[src/common/bus_cmd_pkg.sv]
// Purpose: Shared constants and types for the local bus command controller.
// Assumes: One system clock; two clocks per bus state.
// Notes:   Cycle codes are {space_select, status_hi_n, status_lo_n}.

package bus_cmd_pkg;

    // Decoded bus cycle codes
    localparam logic [2:0] CYC_INT_ACK  = 3'h0;
    localparam logic [2:0] CYC_IO_RD    = 3'h1;
    localparam logic [2:0] CYC_IO_WR    = 3'h2;
    localparam logic [2:0] CYC_IO_IDLE  = 3'h3;
    localparam logic [2:0] CYC_HALT     = 3'h4;
    localparam logic [2:0] CYC_MEM_RD   = 3'h5;
    localparam logic [2:0] CYC_MEM_WR   = 3'h6;
    localparam logic [2:0] CYC_MEM_IDLE = 3'h7;

    // Bit positions in the internal command vector
    localparam int CMD_MEM_RD  = 0;
    localparam int CMD_MEM_WR  = 1;
    localparam int CMD_IO_RD   = 2;
    localparam int CMD_IO_WR   = 3;
    localparam int CMD_INT_ACK = 4;
    localparam int CMD_COUNT   = 5;

    // Reset and idle levels
    localparam logic [CMD_COUNT-1:0] CMD_IDLE_N = 5'h1f;
    localparam logic                 DIR_IDLE   = 1'b1;
    localparam logic                 DIR_READ   = 1'b0;
    localparam logic                 DIR_WRITE  = 1'b1;

    // Clocks per bus state: status lasts two, command two per repeat
    localparam logic [4:0] STATUS_CLKS  = 5'h02;
    localparam logic [4:0] READY_OFFSET = 5'h03;

    // Bus states of the controller
    typedef enum logic [3:0] {
        ST_IDLE    = 4'b0001,
        ST_STATUS  = 4'b0010,
        ST_COMMAND = 4'b0100,
        ST_HALT    = 4'b1000
    } bus_state_t;

    // Host sequencer states
    typedef enum logic [2:0] {
        H_IDLE   = 3'b001,
        H_STATUS = 3'b010,
        H_WAIT   = 3'b100
    } host_state_t;

endpackage

[src/common/bus_cmd_if.sv]
// Purpose: Pins between bus master side and command controller.
// Assumes: Both ends on the same clock; grant pin may still be asynchronous.
// Notes:   Command pins are three-state; cmd_oe high means driven.

`timescale 1ns/1ps
`default_nettype none

interface bus_cmd_if;
    // Master status and selects
    logic status_hi_n;
    logic status_lo_n;
    logic space_select;
    logic command_delay;
    logic latched_select;
    logic grant_or_enable_pin;
    logic timing_mode_strap;
    logic ready_n;
    // Commands and transceiver control
    logic mem_read_cmd_n;
    logic mem_write_cmd_n;
    logic io_read_cmd_n;
    logic io_write_cmd_n;
    logic int_ack_cmd_n;
    logic cmd_oe;
    logic xcvr_enable;
    logic xcvr_direction;

    modport device (
        input  status_hi_n, status_lo_n, space_select, command_delay,
        input  latched_select, grant_or_enable_pin, timing_mode_strap, ready_n,
        output mem_read_cmd_n, mem_write_cmd_n, io_read_cmd_n, io_write_cmd_n,
        output int_ack_cmd_n, cmd_oe, xcvr_enable, xcvr_direction
    );

    modport host (
        output status_hi_n, status_lo_n, space_select, command_delay,
        output latched_select, grant_or_enable_pin, timing_mode_strap, ready_n,
        input  mem_read_cmd_n, mem_write_cmd_n, io_read_cmd_n, io_write_cmd_n,
        input  int_ack_cmd_n, cmd_oe, xcvr_enable, xcvr_direction
    );
endinterface

`default_nettype wire

[src/rtl/bus_cmd_device.sv]
// Purpose: Command and transceiver control generator for the local bus.
// Assumes: Status, selects, delay and ready come from same-clock logic.
// Notes:   Grant/enable pin and strap pass two flip-flops before use.

`timescale 1ns/1ps
`default_nettype none

module bus_cmd_device
    import bus_cmd_pkg::*;
(
    // Clock and reset
    input  wire logic       REF_CLK_I,
    input  wire logic       RSTN_I,
    // User status
    output logic            BUSY_O,
    output logic            CMD_ACTIVE_O,
    output logic [2:0]      CYCLE_TYPE_O,
    // Bus pins
    bus_cmd_if.device       BUS
);

    bus_state_t           state_reg;
    bus_state_t           state_next;
    logic                 phase_reg;
    logic                 phase_next;
    logic [2:0]           cyc_reg;
    logic [2:0]           cyc_next;
    logic                 sel_reg;
    logic                 sel_next;
    logic                 dly_reg;
    logic                 dly_next;
    logic [CMD_COUNT-1:0] cmd_n_reg;
    logic [CMD_COUNT-1:0] cmd_n_next;
    logic                 oe_reg;
    logic                 oe_next;
    logic                 xen_reg;
    logic                 xen_next;
    logic                 dir_reg;
    logic                 dir_next;
    logic                 busy_reg;
    logic                 cmd_active_reg;
    logic                 grant_meta_reg;
    logic                 grant_sync_reg;
    logic                 strap_meta_reg;
    logic                 strap_sync_reg;
    logic [2:0]           code_now;
    logic                 stat_low;
    logic                 new_cycle;
    logic                 enabled;
    logic                 timing_ok;
    logic                 delay_ok;
    logic                 in_cmd_next;

    ////////////////////////////////////////////////////////////////////////////
    // Cycle type helpers

    function automatic logic is_write(input logic [2:0] c);
        is_write = (c == CYC_IO_WR) || (c == CYC_MEM_WR);
    endfunction

    function automatic logic is_read(input logic [2:0] c);
        is_read = (c == CYC_IO_RD) || (c == CYC_MEM_RD) || (c == CYC_INT_ACK);
    endfunction

    function automatic logic is_idle_code(input logic [2:0] c);
        is_idle_code = (c == CYC_IO_IDLE) || (c == CYC_MEM_IDLE);
    endfunction

    // Command vector with the one line for this cycle type low
    function automatic logic [CMD_COUNT-1:0] cmd_for(input logic [2:0] c);
        logic [CMD_COUNT-1:0] v;
        v = CMD_IDLE_N;
        unique case (c)
            CYC_MEM_RD:  v[CMD_MEM_RD]  = 1'b0;
            CYC_MEM_WR:  v[CMD_MEM_WR]  = 1'b0;
            CYC_IO_RD:   v[CMD_IO_RD]   = 1'b0;
            CYC_IO_WR:   v[CMD_IO_WR]   = 1'b0;
            CYC_INT_ACK: v[CMD_INT_ACK] = 1'b0;
            default:     v = CMD_IDLE_N;
        endcase
        cmd_for = v;
    endfunction

    ////////////////////////////////////////////////////////////////////////////
    // Two-stage synchronisers for the pin and the strap

    always_ff @(posedge REF_CLK_I or negedge RSTN_I) begin
        if (!RSTN_I) begin
            grant_meta_reg <= 1'b0;
            grant_sync_reg <= 1'b0;
            strap_meta_reg <= 1'b0;
            strap_sync_reg <= 1'b0;
        end else begin
            grant_meta_reg <= BUS.grant_or_enable_pin;
            grant_sync_reg <= grant_meta_reg;
            strap_meta_reg <= BUS.timing_mode_strap;
            strap_sync_reg <= strap_meta_reg;
        end
    end

    ////////////////////////////////////////////////////////////////////////////
    // Decode and gating terms

    assign code_now  = {BUS.space_select, BUS.status_hi_n, BUS.status_lo_n};
    assign stat_low  = !BUS.status_hi_n || !BUS.status_lo_n;
    assign new_cycle = stat_low && !is_idle_code(code_now);
    // Strap high: pin is active-low grant; strap low: active-high enable
    assign enabled   = strap_sync_reg ? !grant_sync_reg : grant_sync_reg;

    ////////////////////////////////////////////////////////////////////////////
    // Bus state sequencing

    always_comb begin
        state_next = state_reg;
        phase_next = !phase_reg;
        unique case (state_reg)
            ST_IDLE: begin
                phase_next = 1'b0;
                if (new_cycle) begin
                    state_next = ST_STATUS;
                end
            end
            ST_STATUS: begin
                if (phase_reg) begin
                    state_next = (cyc_reg == CYC_HALT) ? ST_HALT : ST_COMMAND;
                end
            end
            ST_COMMAND: begin
                // Ready high at end of command state gives a wait state
                if (phase_reg && !BUS.ready_n) begin
                    state_next = new_cycle ? ST_STATUS : ST_IDLE;
                end
            end
            ST_HALT: begin
                phase_next = 1'b0;
                if (new_cycle) begin
                    state_next = ST_STATUS;
                end
            end
        endcase
    end

    // Cycle type, select and delay bookkeeping
    always_comb begin
        cyc_next = cyc_reg;
        sel_next = sel_reg;
        dly_next = dly_reg;
        if (state_next == ST_STATUS && state_reg != ST_STATUS) begin
            cyc_next = code_now;
            sel_next = BUS.latched_select;
            dly_next = 1'b0;
        end else if (state_next == ST_COMMAND && !BUS.command_delay) begin
            dly_next = 1'b1;
        end
    end

    assign in_cmd_next = (state_next == ST_COMMAND);
    // Delay sampled each command clock; first low sample releases the command
    assign delay_ok    = dly_reg || (in_cmd_next && !BUS.command_delay);
    // Standard-compatible timing holds off the first command clock
    assign timing_ok   = !strap_sync_reg || (state_reg == ST_COMMAND);

    ////////////////////////////////////////////////////////////////////////////
    // Output next values

    always_comb begin
        cmd_n_next = CMD_IDLE_N;
        if (in_cmd_next && sel_next && enabled && delay_ok && timing_ok) begin
            cmd_n_next = cmd_for(cyc_next);
        end
        // Commands float only without grant in standard mode
        oe_next = !(strap_sync_reg && grant_sync_reg);
        xen_next = in_cmd_next && sel_next && enabled &&
                   (!is_write(cyc_next) || timing_ok);
        // Direction from decoded type only, moved while enable is low
        if (xen_reg) begin
            dir_next = dir_reg;
        end else if ((state_next == ST_STATUS || in_cmd_next) && is_read(cyc_next)) begin
            dir_next = DIR_READ;
        end else if ((state_next == ST_STATUS || in_cmd_next) && is_write(cyc_next)) begin
            dir_next = DIR_WRITE;
        end else begin
            dir_next = DIR_IDLE;
        end
    end

    ////////////////////////////////////////////////////////////////////////////
    // State registers

    always_ff @(posedge REF_CLK_I or negedge RSTN_I) begin
        if (!RSTN_I) begin
            state_reg <= ST_IDLE;
            phase_reg <= 1'b0;
            cyc_reg   <= CYC_MEM_IDLE;
            sel_reg   <= 1'b0;
            dly_reg   <= 1'b0;
        end else begin
            state_reg <= state_next;
            phase_reg <= phase_next;
            cyc_reg   <= cyc_next;
            sel_reg   <= sel_next;
            dly_reg   <= dly_next;
        end
    end

    // Pin output registers
    always_ff @(posedge REF_CLK_I or negedge RSTN_I) begin
        if (!RSTN_I) begin
            cmd_n_reg <= CMD_IDLE_N;
            oe_reg    <= 1'b1;
            xen_reg   <= 1'b0;
            dir_reg   <= DIR_IDLE;
            cmd_active_reg <= 1'b0;
        end else begin
            cmd_n_reg <= cmd_n_next;
            oe_reg    <= oe_next;
            xen_reg   <= xen_next;
            dir_reg   <= dir_next;
            cmd_active_reg <= (cmd_n_next != CMD_IDLE_N);
        end
    end

    // User busy flag
    always_ff @(posedge REF_CLK_I or negedge RSTN_I) begin
        if (!RSTN_I) begin
            busy_reg <= 1'b0;
        end else begin
            busy_reg <= (state_next == ST_STATUS) || in_cmd_next;
        end
    end

    ////////////////////////////////////////////////////////////////////////////
    // Pin and user connections

    assign BUS.mem_read_cmd_n  = cmd_n_reg[CMD_MEM_RD];
    assign BUS.mem_write_cmd_n = cmd_n_reg[CMD_MEM_WR];
    assign BUS.io_read_cmd_n   = cmd_n_reg[CMD_IO_RD];
    assign BUS.io_write_cmd_n  = cmd_n_reg[CMD_IO_WR];
    assign BUS.int_ack_cmd_n   = cmd_n_reg[CMD_INT_ACK];
    assign BUS.cmd_oe          = oe_reg;
    assign BUS.xcvr_enable     = xen_reg;
    assign BUS.xcvr_direction  = dir_reg;
    assign BUSY_O              = busy_reg;
    assign CMD_ACTIVE_O        = cmd_active_reg;
    assign CYCLE_TYPE_O        = cyc_reg;

endmodule

`default_nettype wire

[src/flat_wrapper.sv]
// flat-port wrapper written by rule: the top's interface ports become plain ports
module bus_cmd_device_flat import bus_cmd_pkg::*;
  (REF_CLK_I, RSTN_I, BUSY_O, CMD_ACTIVE_O, CYCLE_TYPE_O, BUS_status_hi_n, BUS_status_lo_n, BUS_space_select, BUS_command_delay, BUS_latched_select, BUS_grant_or_enable_pin, BUS_timing_mode_strap, BUS_ready_n, BUS_mem_read_cmd_n, BUS_mem_write_cmd_n, BUS_io_read_cmd_n, BUS_io_write_cmd_n, BUS_int_ack_cmd_n, BUS_cmd_oe, BUS_xcvr_enable, BUS_xcvr_direction);
  bus_cmd_if BUS_i ();
  input  wire logic REF_CLK_I;
  input  wire logic RSTN_I;
  output logic BUSY_O;
  output logic CMD_ACTIVE_O;
  output logic [2:0] CYCLE_TYPE_O;
  input wire logic [$bits(BUS_i.status_hi_n)-1:0] BUS_status_hi_n;
  input wire logic [$bits(BUS_i.status_lo_n)-1:0] BUS_status_lo_n;
  input wire logic [$bits(BUS_i.space_select)-1:0] BUS_space_select;
  input wire logic [$bits(BUS_i.command_delay)-1:0] BUS_command_delay;
  input wire logic [$bits(BUS_i.latched_select)-1:0] BUS_latched_select;
  input wire logic [$bits(BUS_i.grant_or_enable_pin)-1:0] BUS_grant_or_enable_pin;
  input wire logic [$bits(BUS_i.timing_mode_strap)-1:0] BUS_timing_mode_strap;
  input wire logic [$bits(BUS_i.ready_n)-1:0] BUS_ready_n;
  output wire logic [$bits(BUS_i.mem_read_cmd_n)-1:0] BUS_mem_read_cmd_n;
  output wire logic [$bits(BUS_i.mem_write_cmd_n)-1:0] BUS_mem_write_cmd_n;
  output wire logic [$bits(BUS_i.io_read_cmd_n)-1:0] BUS_io_read_cmd_n;
  output wire logic [$bits(BUS_i.io_write_cmd_n)-1:0] BUS_io_write_cmd_n;
  output wire logic [$bits(BUS_i.int_ack_cmd_n)-1:0] BUS_int_ack_cmd_n;
  output wire logic [$bits(BUS_i.cmd_oe)-1:0] BUS_cmd_oe;
  output wire logic [$bits(BUS_i.xcvr_enable)-1:0] BUS_xcvr_enable;
  output wire logic [$bits(BUS_i.xcvr_direction)-1:0] BUS_xcvr_direction;
  assign BUS_i.status_hi_n = BUS_status_hi_n;
  assign BUS_i.status_lo_n = BUS_status_lo_n;
  assign BUS_i.space_select = BUS_space_select;
  assign BUS_i.command_delay = BUS_command_delay;
  assign BUS_i.latched_select = BUS_latched_select;
  assign BUS_i.grant_or_enable_pin = BUS_grant_or_enable_pin;
  assign BUS_i.timing_mode_strap = BUS_timing_mode_strap;
  assign BUS_i.ready_n = BUS_ready_n;
  assign BUS_mem_read_cmd_n = BUS_i.mem_read_cmd_n;
  assign BUS_mem_write_cmd_n = BUS_i.mem_write_cmd_n;
  assign BUS_io_read_cmd_n = BUS_i.io_read_cmd_n;
  assign BUS_io_write_cmd_n = BUS_i.io_write_cmd_n;
  assign BUS_int_ack_cmd_n = BUS_i.int_ack_cmd_n;
  assign BUS_cmd_oe = BUS_i.cmd_oe;
  assign BUS_xcvr_enable = BUS_i.xcvr_enable;
  assign BUS_xcvr_direction = BUS_i.xcvr_direction;
  bus_cmd_device u_core (.REF_CLK_I(REF_CLK_I), .RSTN_I(RSTN_I), .BUSY_O(BUSY_O), .CMD_ACTIVE_O(CMD_ACTIVE_O), .CYCLE_TYPE_O(CYCLE_TYPE_O), .BUS(BUS_i));
endmodule
[config.mk]
export PLATFORM = sky130hd
export DESIGN_NAME = bus_cmd_device_flat
export DESIGN_NICKNAME = d
export VERILOG_FILES = /design/src/common/bus_cmd_pkg.sv /design/src/common/bus_cmd_if.sv /design/src/rtl/bus_cmd_device.sv /design/src/flat_wrapper.sv
export SDC_FILE = /design/constraint.sdc
export NUM_CORES = 1
export LEC_CHECK = 0
export BUFFER_PORTS_ARGS = -buffer_cell sky130_fd_sc_hd__buf_2
export CAP_MARGIN = 25
export CORE_MARGIN = 4
export CORE_UTILIZATION = 57
export CTS_CLUSTER_DIAMETER = 120
export DETAILED_ROUTE_END_ITERATION = 16
export GPL_ROUTABILITY_DRIVEN = 0
export PLACE_DENSITY = 0.92
export SYNTH_ARGS = -nofsm -noshare
export SYNTH_HDL_FRONTEND = slang
export SYNTH_SLANG_ARGS = --single-unit
[constraint.sdc]
create_clock -name REF_CLK_I -period 6.9 [get_ports REF_CLK_I]
set_input_delay 0.345 -clock REF_CLK_I [delete_from_list [all_inputs] [get_ports REF_CLK_I]]
set_output_delay 0.345 -clock REF_CLK_I [all_outputs]
set_load 0.01 [all_outputs]
# Yosys cells after proc, flatten, opt, wreduce, memory -nomap -nowiden

Index checks and enable logic that the tools add are counted.

Output and inout port bits: 13
Memory bits (read-only): 0
Register bits: 24
Bits in writable memories: 0
Logic and storage cells: 82
Bits of input ports: 10
Memories kept: 0
Bits in latches: 0

Multipliers: 0
Shift-type cells: 0
Divide/modulo/power cells: 0
Magnitude comparators: 0
Bitwise gates (word level): 0
Eq/ne operators: 15
Multiplexer cells: 19
Add/sub/neg operators: 0
Reductions and logical operators: 33

Operator list:

| operator                                            | count |
|---|---|
| two-way mux 4 bit                                   | 4 |
| equality test 3 bit, second input constant          | 4 |
| one-hot mux 4 bit (3 select lines)                  | 1 |
| logical AND 1 bit                                   | 11 |
| two-way mux 1 bit                                   | 11 |
| zero test 1 bit                                     | 10 |
| logical OR 1 bit                                    | 9 |
| equality test 4 x 2 -> 1 bit, second input constant | 2 |
| equality test 4 x 3 -> 1 bit, second input constant | 2 |
| equality test 3 x 2 -> 1 bit, second input constant | 2 |
| two-way mux 5 bit                                   | 1 |
| != test 5 bit, second input constant                | 1 |
| equality test 4 x 1 -> 1 bit, second input constant | 1 |
| equality test 4 bit, second input constant          | 1 |
| != test 4 x 2 -> 1 bit, second input constant       | 1 |
| equality test 3 x 1 -> 1 bit, second input constant | 1 |
| zero test 3 bit                                     | 1 |
| two-way mux 3 bit                                   | 1 |
| two-way mux 2 bit                                   | 1 |
| nonzero test 2 bit                                  | 1 |
| OR reduction 2 bit                                  | 1 |

# Longest topological paths before layout

Depth in word-level cells: 16
Gate-level depth with buffers: 8
Depth with buffers taken out: 6

# Worst setup path before layout

No wires, ideal clock.

Kind: register to register
From: reg u_core.phase_reg
To: reg u_core.cmd_n_reg[4]
Cell stages (with the launch flop): 8
Clock period less this slack: 2.317 ns
Slack: 4.583 ns
Setup time: 0.094 ns
Data required time: 6.806 ns
Arrival time: 2.223 ns
Cell sequence: dfrtp_1 -> nor4bb_2 -> o311ai_4 -> nor2_1 -> mux2i_1 -> and3_1 -> buf_4 -> or4b_1

Cells in the longest elaborated chain, start to end: 11

RTL lines:

| what                                   | line                  | source |
|---|---|---|
| from (decl)                            | bus_cmd_device.sv:24  | `logic phase_reg;` |
| from (signal assigned)                 | bus_cmd_device.sv:199 | `phase_reg <= phase_next;` |
| logical AND 1 bit                      | bus_cmd_device.sv:130 | `if (phase_reg && !BUS.ready_n) begin` |
| two-way mux 4 bit                      | bus_cmd_device.sv:130 |  |
| one-hot mux 4 bit (3 select lines) (*) | bus_cmd_device.sv:116 | `unique case (state_reg)` |
| equality test 4 x 2 -> 1 bit           | bus_cmd_device.sv:148 | `if (state_next == ST_STATUS && state_reg != ST_STATUS) begin` |
| logical AND 1 bit                      | bus_cmd_device.sv:148 |  |
| two-way mux 1 bit                      | bus_cmd_device.sv:148 |  |
| logical AND 1 bit (4 in series)        | bus_cmd_device.sv:168 | `if (in_cmd_next && sel_next && enabled && delay_ok && timing_ok) begin` |
| two-way mux 5 bit (*)                  | bus_cmd_device.sv:168 |  |
| named net u_core.cmd_n_next[4]         | bus_cmd_device.sv:33  | `logic [CMD_COUNT-1:0] cmd_n_next;` |
| to (signal assigned)                   | bus_cmd_device.sv:215 | `cmd_n_reg <= cmd_n_next;` |
| to (decl)                              | bus_cmd_device.sv:32  | `logic [CMD_COUNT-1:0] cmd_n_reg;` |

Mark *: on every way through the listed nets, which the timed path passes. The rest lies on a longest branch.
A chain may end at the register's enable or synchronous reset.

# Final worst setup path

From: reg u_core.state_reg[3]
To: reg u_core.cmd_n_reg[4]

Cells in the longest elaborated chain, start to end: 11

RTL lines:

| what                                                                       | line                  | source |
|---|---|---|
| from (decl)                                                                | bus_cmd_device.sv:22  | `bus_state_t state_reg;` |
| from (signal assigned)                                                     | bus_cmd_device.sv:198 | `state_reg <= state_next;` |
| equality test 4 x 1 -> 1 bit / equality test 4 bit (equally long branches) | bus_cmd_device.sv:116 |  |
| OR reduction 2 bit (no source line)                                        | --                    |  |
| one-hot mux 4 bit (3 select lines)                                         | bus_cmd_device.sv:116 |  |
| equality test 4 x 2 -> 1 bit                                               | bus_cmd_device.sv:148 |  |
| logical AND 1 bit                                                          | bus_cmd_device.sv:148 |  |
| two-way mux 1 bit                                                          | bus_cmd_device.sv:148 |  |
| logical AND 1 bit (4 in series)                                            | bus_cmd_device.sv:168 |  |
| two-way mux 5 bit (*)                                                      | bus_cmd_device.sv:168 |  |
| named net u_core.cmd_n_next[4]                                             | bus_cmd_device.sv:33  |  |

Marked as above.

==> out/summary.txt <==
CTS tree -> built
Mapped Cells -> 102
Core area -> 1802 sq um
Die H -> 52.60 um
# rows -> 15
Pint -> 0.3642 mW
DIE AREA -> 2766 sq um
Routed WL -> 2205 um
Worst slew margin -> 0.4627
Skew-Pair Late Insertion Delay -> 320 ps
Sequence of cells on the critical path -> nor4bb_2 -> o311ai_4 -> nor2_1 -> mux2i_1 -> and3_1 -> or4b_1
Asr flop ratio synth -> 1.000
NetSw -> 0.2286 mW
Final ANT Viol Nets -> 0
Port Buffers -> 22
CP Class -> register to register
Combinational group share of total power -> 0.425
HP Class -> input port to register
Total power -> 0.5929 mW
Setup violators final -> 0
Global-route usage over all layers -> 0.1892
Critical Path Fanout Max -> 11
Clock transition at path regs -> 130 ps
Mapped Avg Cell Area -> 11.11 sq um
# nets final -> 137
EDFF count, synth -> 0
Main area contributors after synthesis -> dfrtp_1 29%, dfstp_2 25%, nand2_1 3.3%, a21oi_1 3.1%, inv_1 2.3%
CP required -> 7140 ps
Clock root buffer master -> clkbuf_4
Vias in the first global route -> 811
Sequential share of power -> 0.407
Crit-path leading delay family -> simple AND/OR/NAND/NOR gates
ANT cells -> 0
Setup TNS -> 0 ps
CTS Buf Count -> 3
Post-synth top area cell -> dfrtp_1
CP Depth -> 6
Fmax -> 374.1 MHz
Clock tree buffer depth -> 2
Switch share -> 0.3856
Overflow after GRT -> 0
Status -> complete, no violations
Distinct cell type count after synthesis -> 39
Net Count, Synth -> 113
Max-cap violations -> 0
Post-CTS Setup Inserts -> 0
Synthesis-to-layout area growth -> 15.78%
Final Cycle Share -> 0.3874
Max VDD drop -> 283.5 uV
DRT iter0 DRCs -> 22
Pwr dens -> 451.7 nW/um^2
Crit. End Element -> register
CP peak stage delay -> 530 ps
Largest net degree at the start of global routing -> 25
Initial antenna violation count -> 0
Filler Cell Count -> 127
Final Max Slew Viols -> 0
DR vias -> 871
Clock period minus worst slack -> 2673 ps
Sink Count -> 24
Crit path buffers/inverters -> 0
CP max-delay cell -> dfrtp_1
Vias per cell -> 5.807
Max reg flops -> 5
Ys Warns -> 0
P_leak -> 0.5803 nW
RSZ-0062 raised after global routing -> no
DRC Markers -> 0
Pre-antenna DRT Iters -> 4
GR Util met1 -> 0.2601
WHS Path Cells -> 1
I/O pins -> 23
Worst-Margin Slew -> 795.6 ps
Synthesized area -> 1134 sq um
Share of layout cells above drive strength 1 -> 0.3520
Startpoint types -> register
Arr. time, crit path -> 2920 ps
Register-to-Register Path Depth -> 6
Drt wl/cell -> 14.70 um
Detailed Place HPWL -> 1651 um
Synth Register Bits -> 24
M2 GR Usage -> 0.2810
Top_reg_cell synth -> dfrtp_1
Clock skew -> 5.982 ps
Initial core utilization -> 0.6292
Area share of the largest cell type after synthesis -> 0.2870
Clock share of power -> 0.169
Die X -> 52.60 um
Seq/Total Area, Yosys -> 0.5419
First-pass GRT wire length -> 3684 um
# H-tree levels -> 1
Met3 GRT Util -> 0.03704
Most Crowded Layer GR -> met2
Hold Vio Cnt, Final -> 0
==> worst reg2reg max path: cells and delay by family (launching register included) <==
family | cells | cell delay, ps
flip-flops | 1 | 530
multiplexers | 1 | 270
AO/OA/AOI/OAI | 1 | 180
AND/OR/NAND/NOR | 4 | 1620
==> cell type report <==
| type | instances | area, sq um | area share |
|---|---|---|---|
| timing repair buffer | 23 | 120.1 | 0.09152 |
| clock buffer | 3 | 22.52 | 0.01716 |
| clock inverter | 1 | 30.03 | 0.02288 |
| multi-input combinational | 67 | 467.9 | 0.3565 |
| inverter | 7 | 26.28 | 0.02002 |
| sequential | 24 | 614.3 | 0.4681 |
| tap | 25 | 31.28 | 0.02383 |
==> what timing repair did <==
item                                   in CTS  in global routing
gates resized for setup                     0                  0
hold buffers                                1                  0
endpoints found under the hold margin      13                  0
==> cells in the final DEF, fill, tap and decap left out, types with 2 or more instances in the layout <==
cell type and n:
xor2_1 2, a21oi_1 7, buf_2 22, nand3_1 3
inv_1 7, nor2b_1 4, o21ai_0 5, nand2_1 10
nand3b_1 2, dfstp_2 11, clkbuf_4 3, dfrtp_1 13
nor2_1 6, nor4bb_1 2, mux2_2 2
==> cell usage after synthesis (2+ instances only) <==
cell,instances
xor2_1,2
inv_1,7
buf_4,2
a21oi_1,7
buf_2,2
nand3_1,3
nor2_1,6
mux2_2,2
nor4bb_1,2
dfrtp_1,13
nand3b_1,2
nor2b_1,4
o21ai_0,5
nand2_1,10
dfstp_2,11
==> path summary, 6_finish.rpt <==
kind | slack, ps | endpoint | from
worst max register to register | 4230 | u_core.cmd_n_reg[4] | u_core.state_reg[3]
worst min register to register | 360 | u_core.strap_sync_reg | u_core.strap_meta_reg
min in group asynchronous | 500 | u_core.BUSY_O | RSTN_I
worst min-delay path | 130 | u_core.grant_meta_reg | BUS_grant_or_enable_pin
max in group asynchronous | 6030 | u_core.BUS.cmd_oe | RSTN_I
worst max-delay path | 4230 | u_core.cmd_n_reg[4] | u_core.state_reg[3]
==> kinds of logic (layout without fill, tap and decap cells) <==
group / after synthesis / after routing / share of synthesized area
muxes: 3 / 3 / 0.02870
buffers and inverters: 11 / 34 / 0.04525
adders and majority gates: 1 / 1 / 0.01104
DFF: 24 / 24 / 0.5419
AOI/OAI and AO/OA: 24 / 24 / 0.1567
and+or+nand+nor: 37 / 37 / 0.2009
xor gates and xnor gates: 2 / 2 / 0.01546
==> metal layers <==
| metal | wire length (um) | vias to the layer above |
|---|---|---|
| met3 | 165 | 8 |
| met5 | 0 | - |
| met2 | 1044 | 39 |
| met1 | 944 | 418 |
| li1 | - | 406 |
| met4 | 50 | 0 |
==> per-stage QoR <==
stage                     hold slack [ps]  utilization  instance area (sq um)  setup slack [ps]  cells
after floorplan                     49.41            -                   1134              4583    102
after global placement              332.4       0.6938                   1250              4435    145
after detailed placement            337.9       0.6938                   1250              4270    145
after CTS                           117.2       0.7285                   1313              4252    150
after global routing                107.0       0.7285                   1313              4046    150
final                               125.4       0.7285                   1313              4227    150
==> power groups by stage <==
stage | registers, mW | logic (mW) | clock network [mW]
global route | 0.248 | 0.277 | 0.111
CTS | 0.239 | 0.250 | 0.102
finish | 0.241 | 0.252 | 0.100
global placement | 0.238 | 0.240 | 0
detailed placement | 0.242 | 0.250 | 0
floorplan | 0.231 | 0.196 | 0
Note: power is estimated with default switching activity, not from simulation.
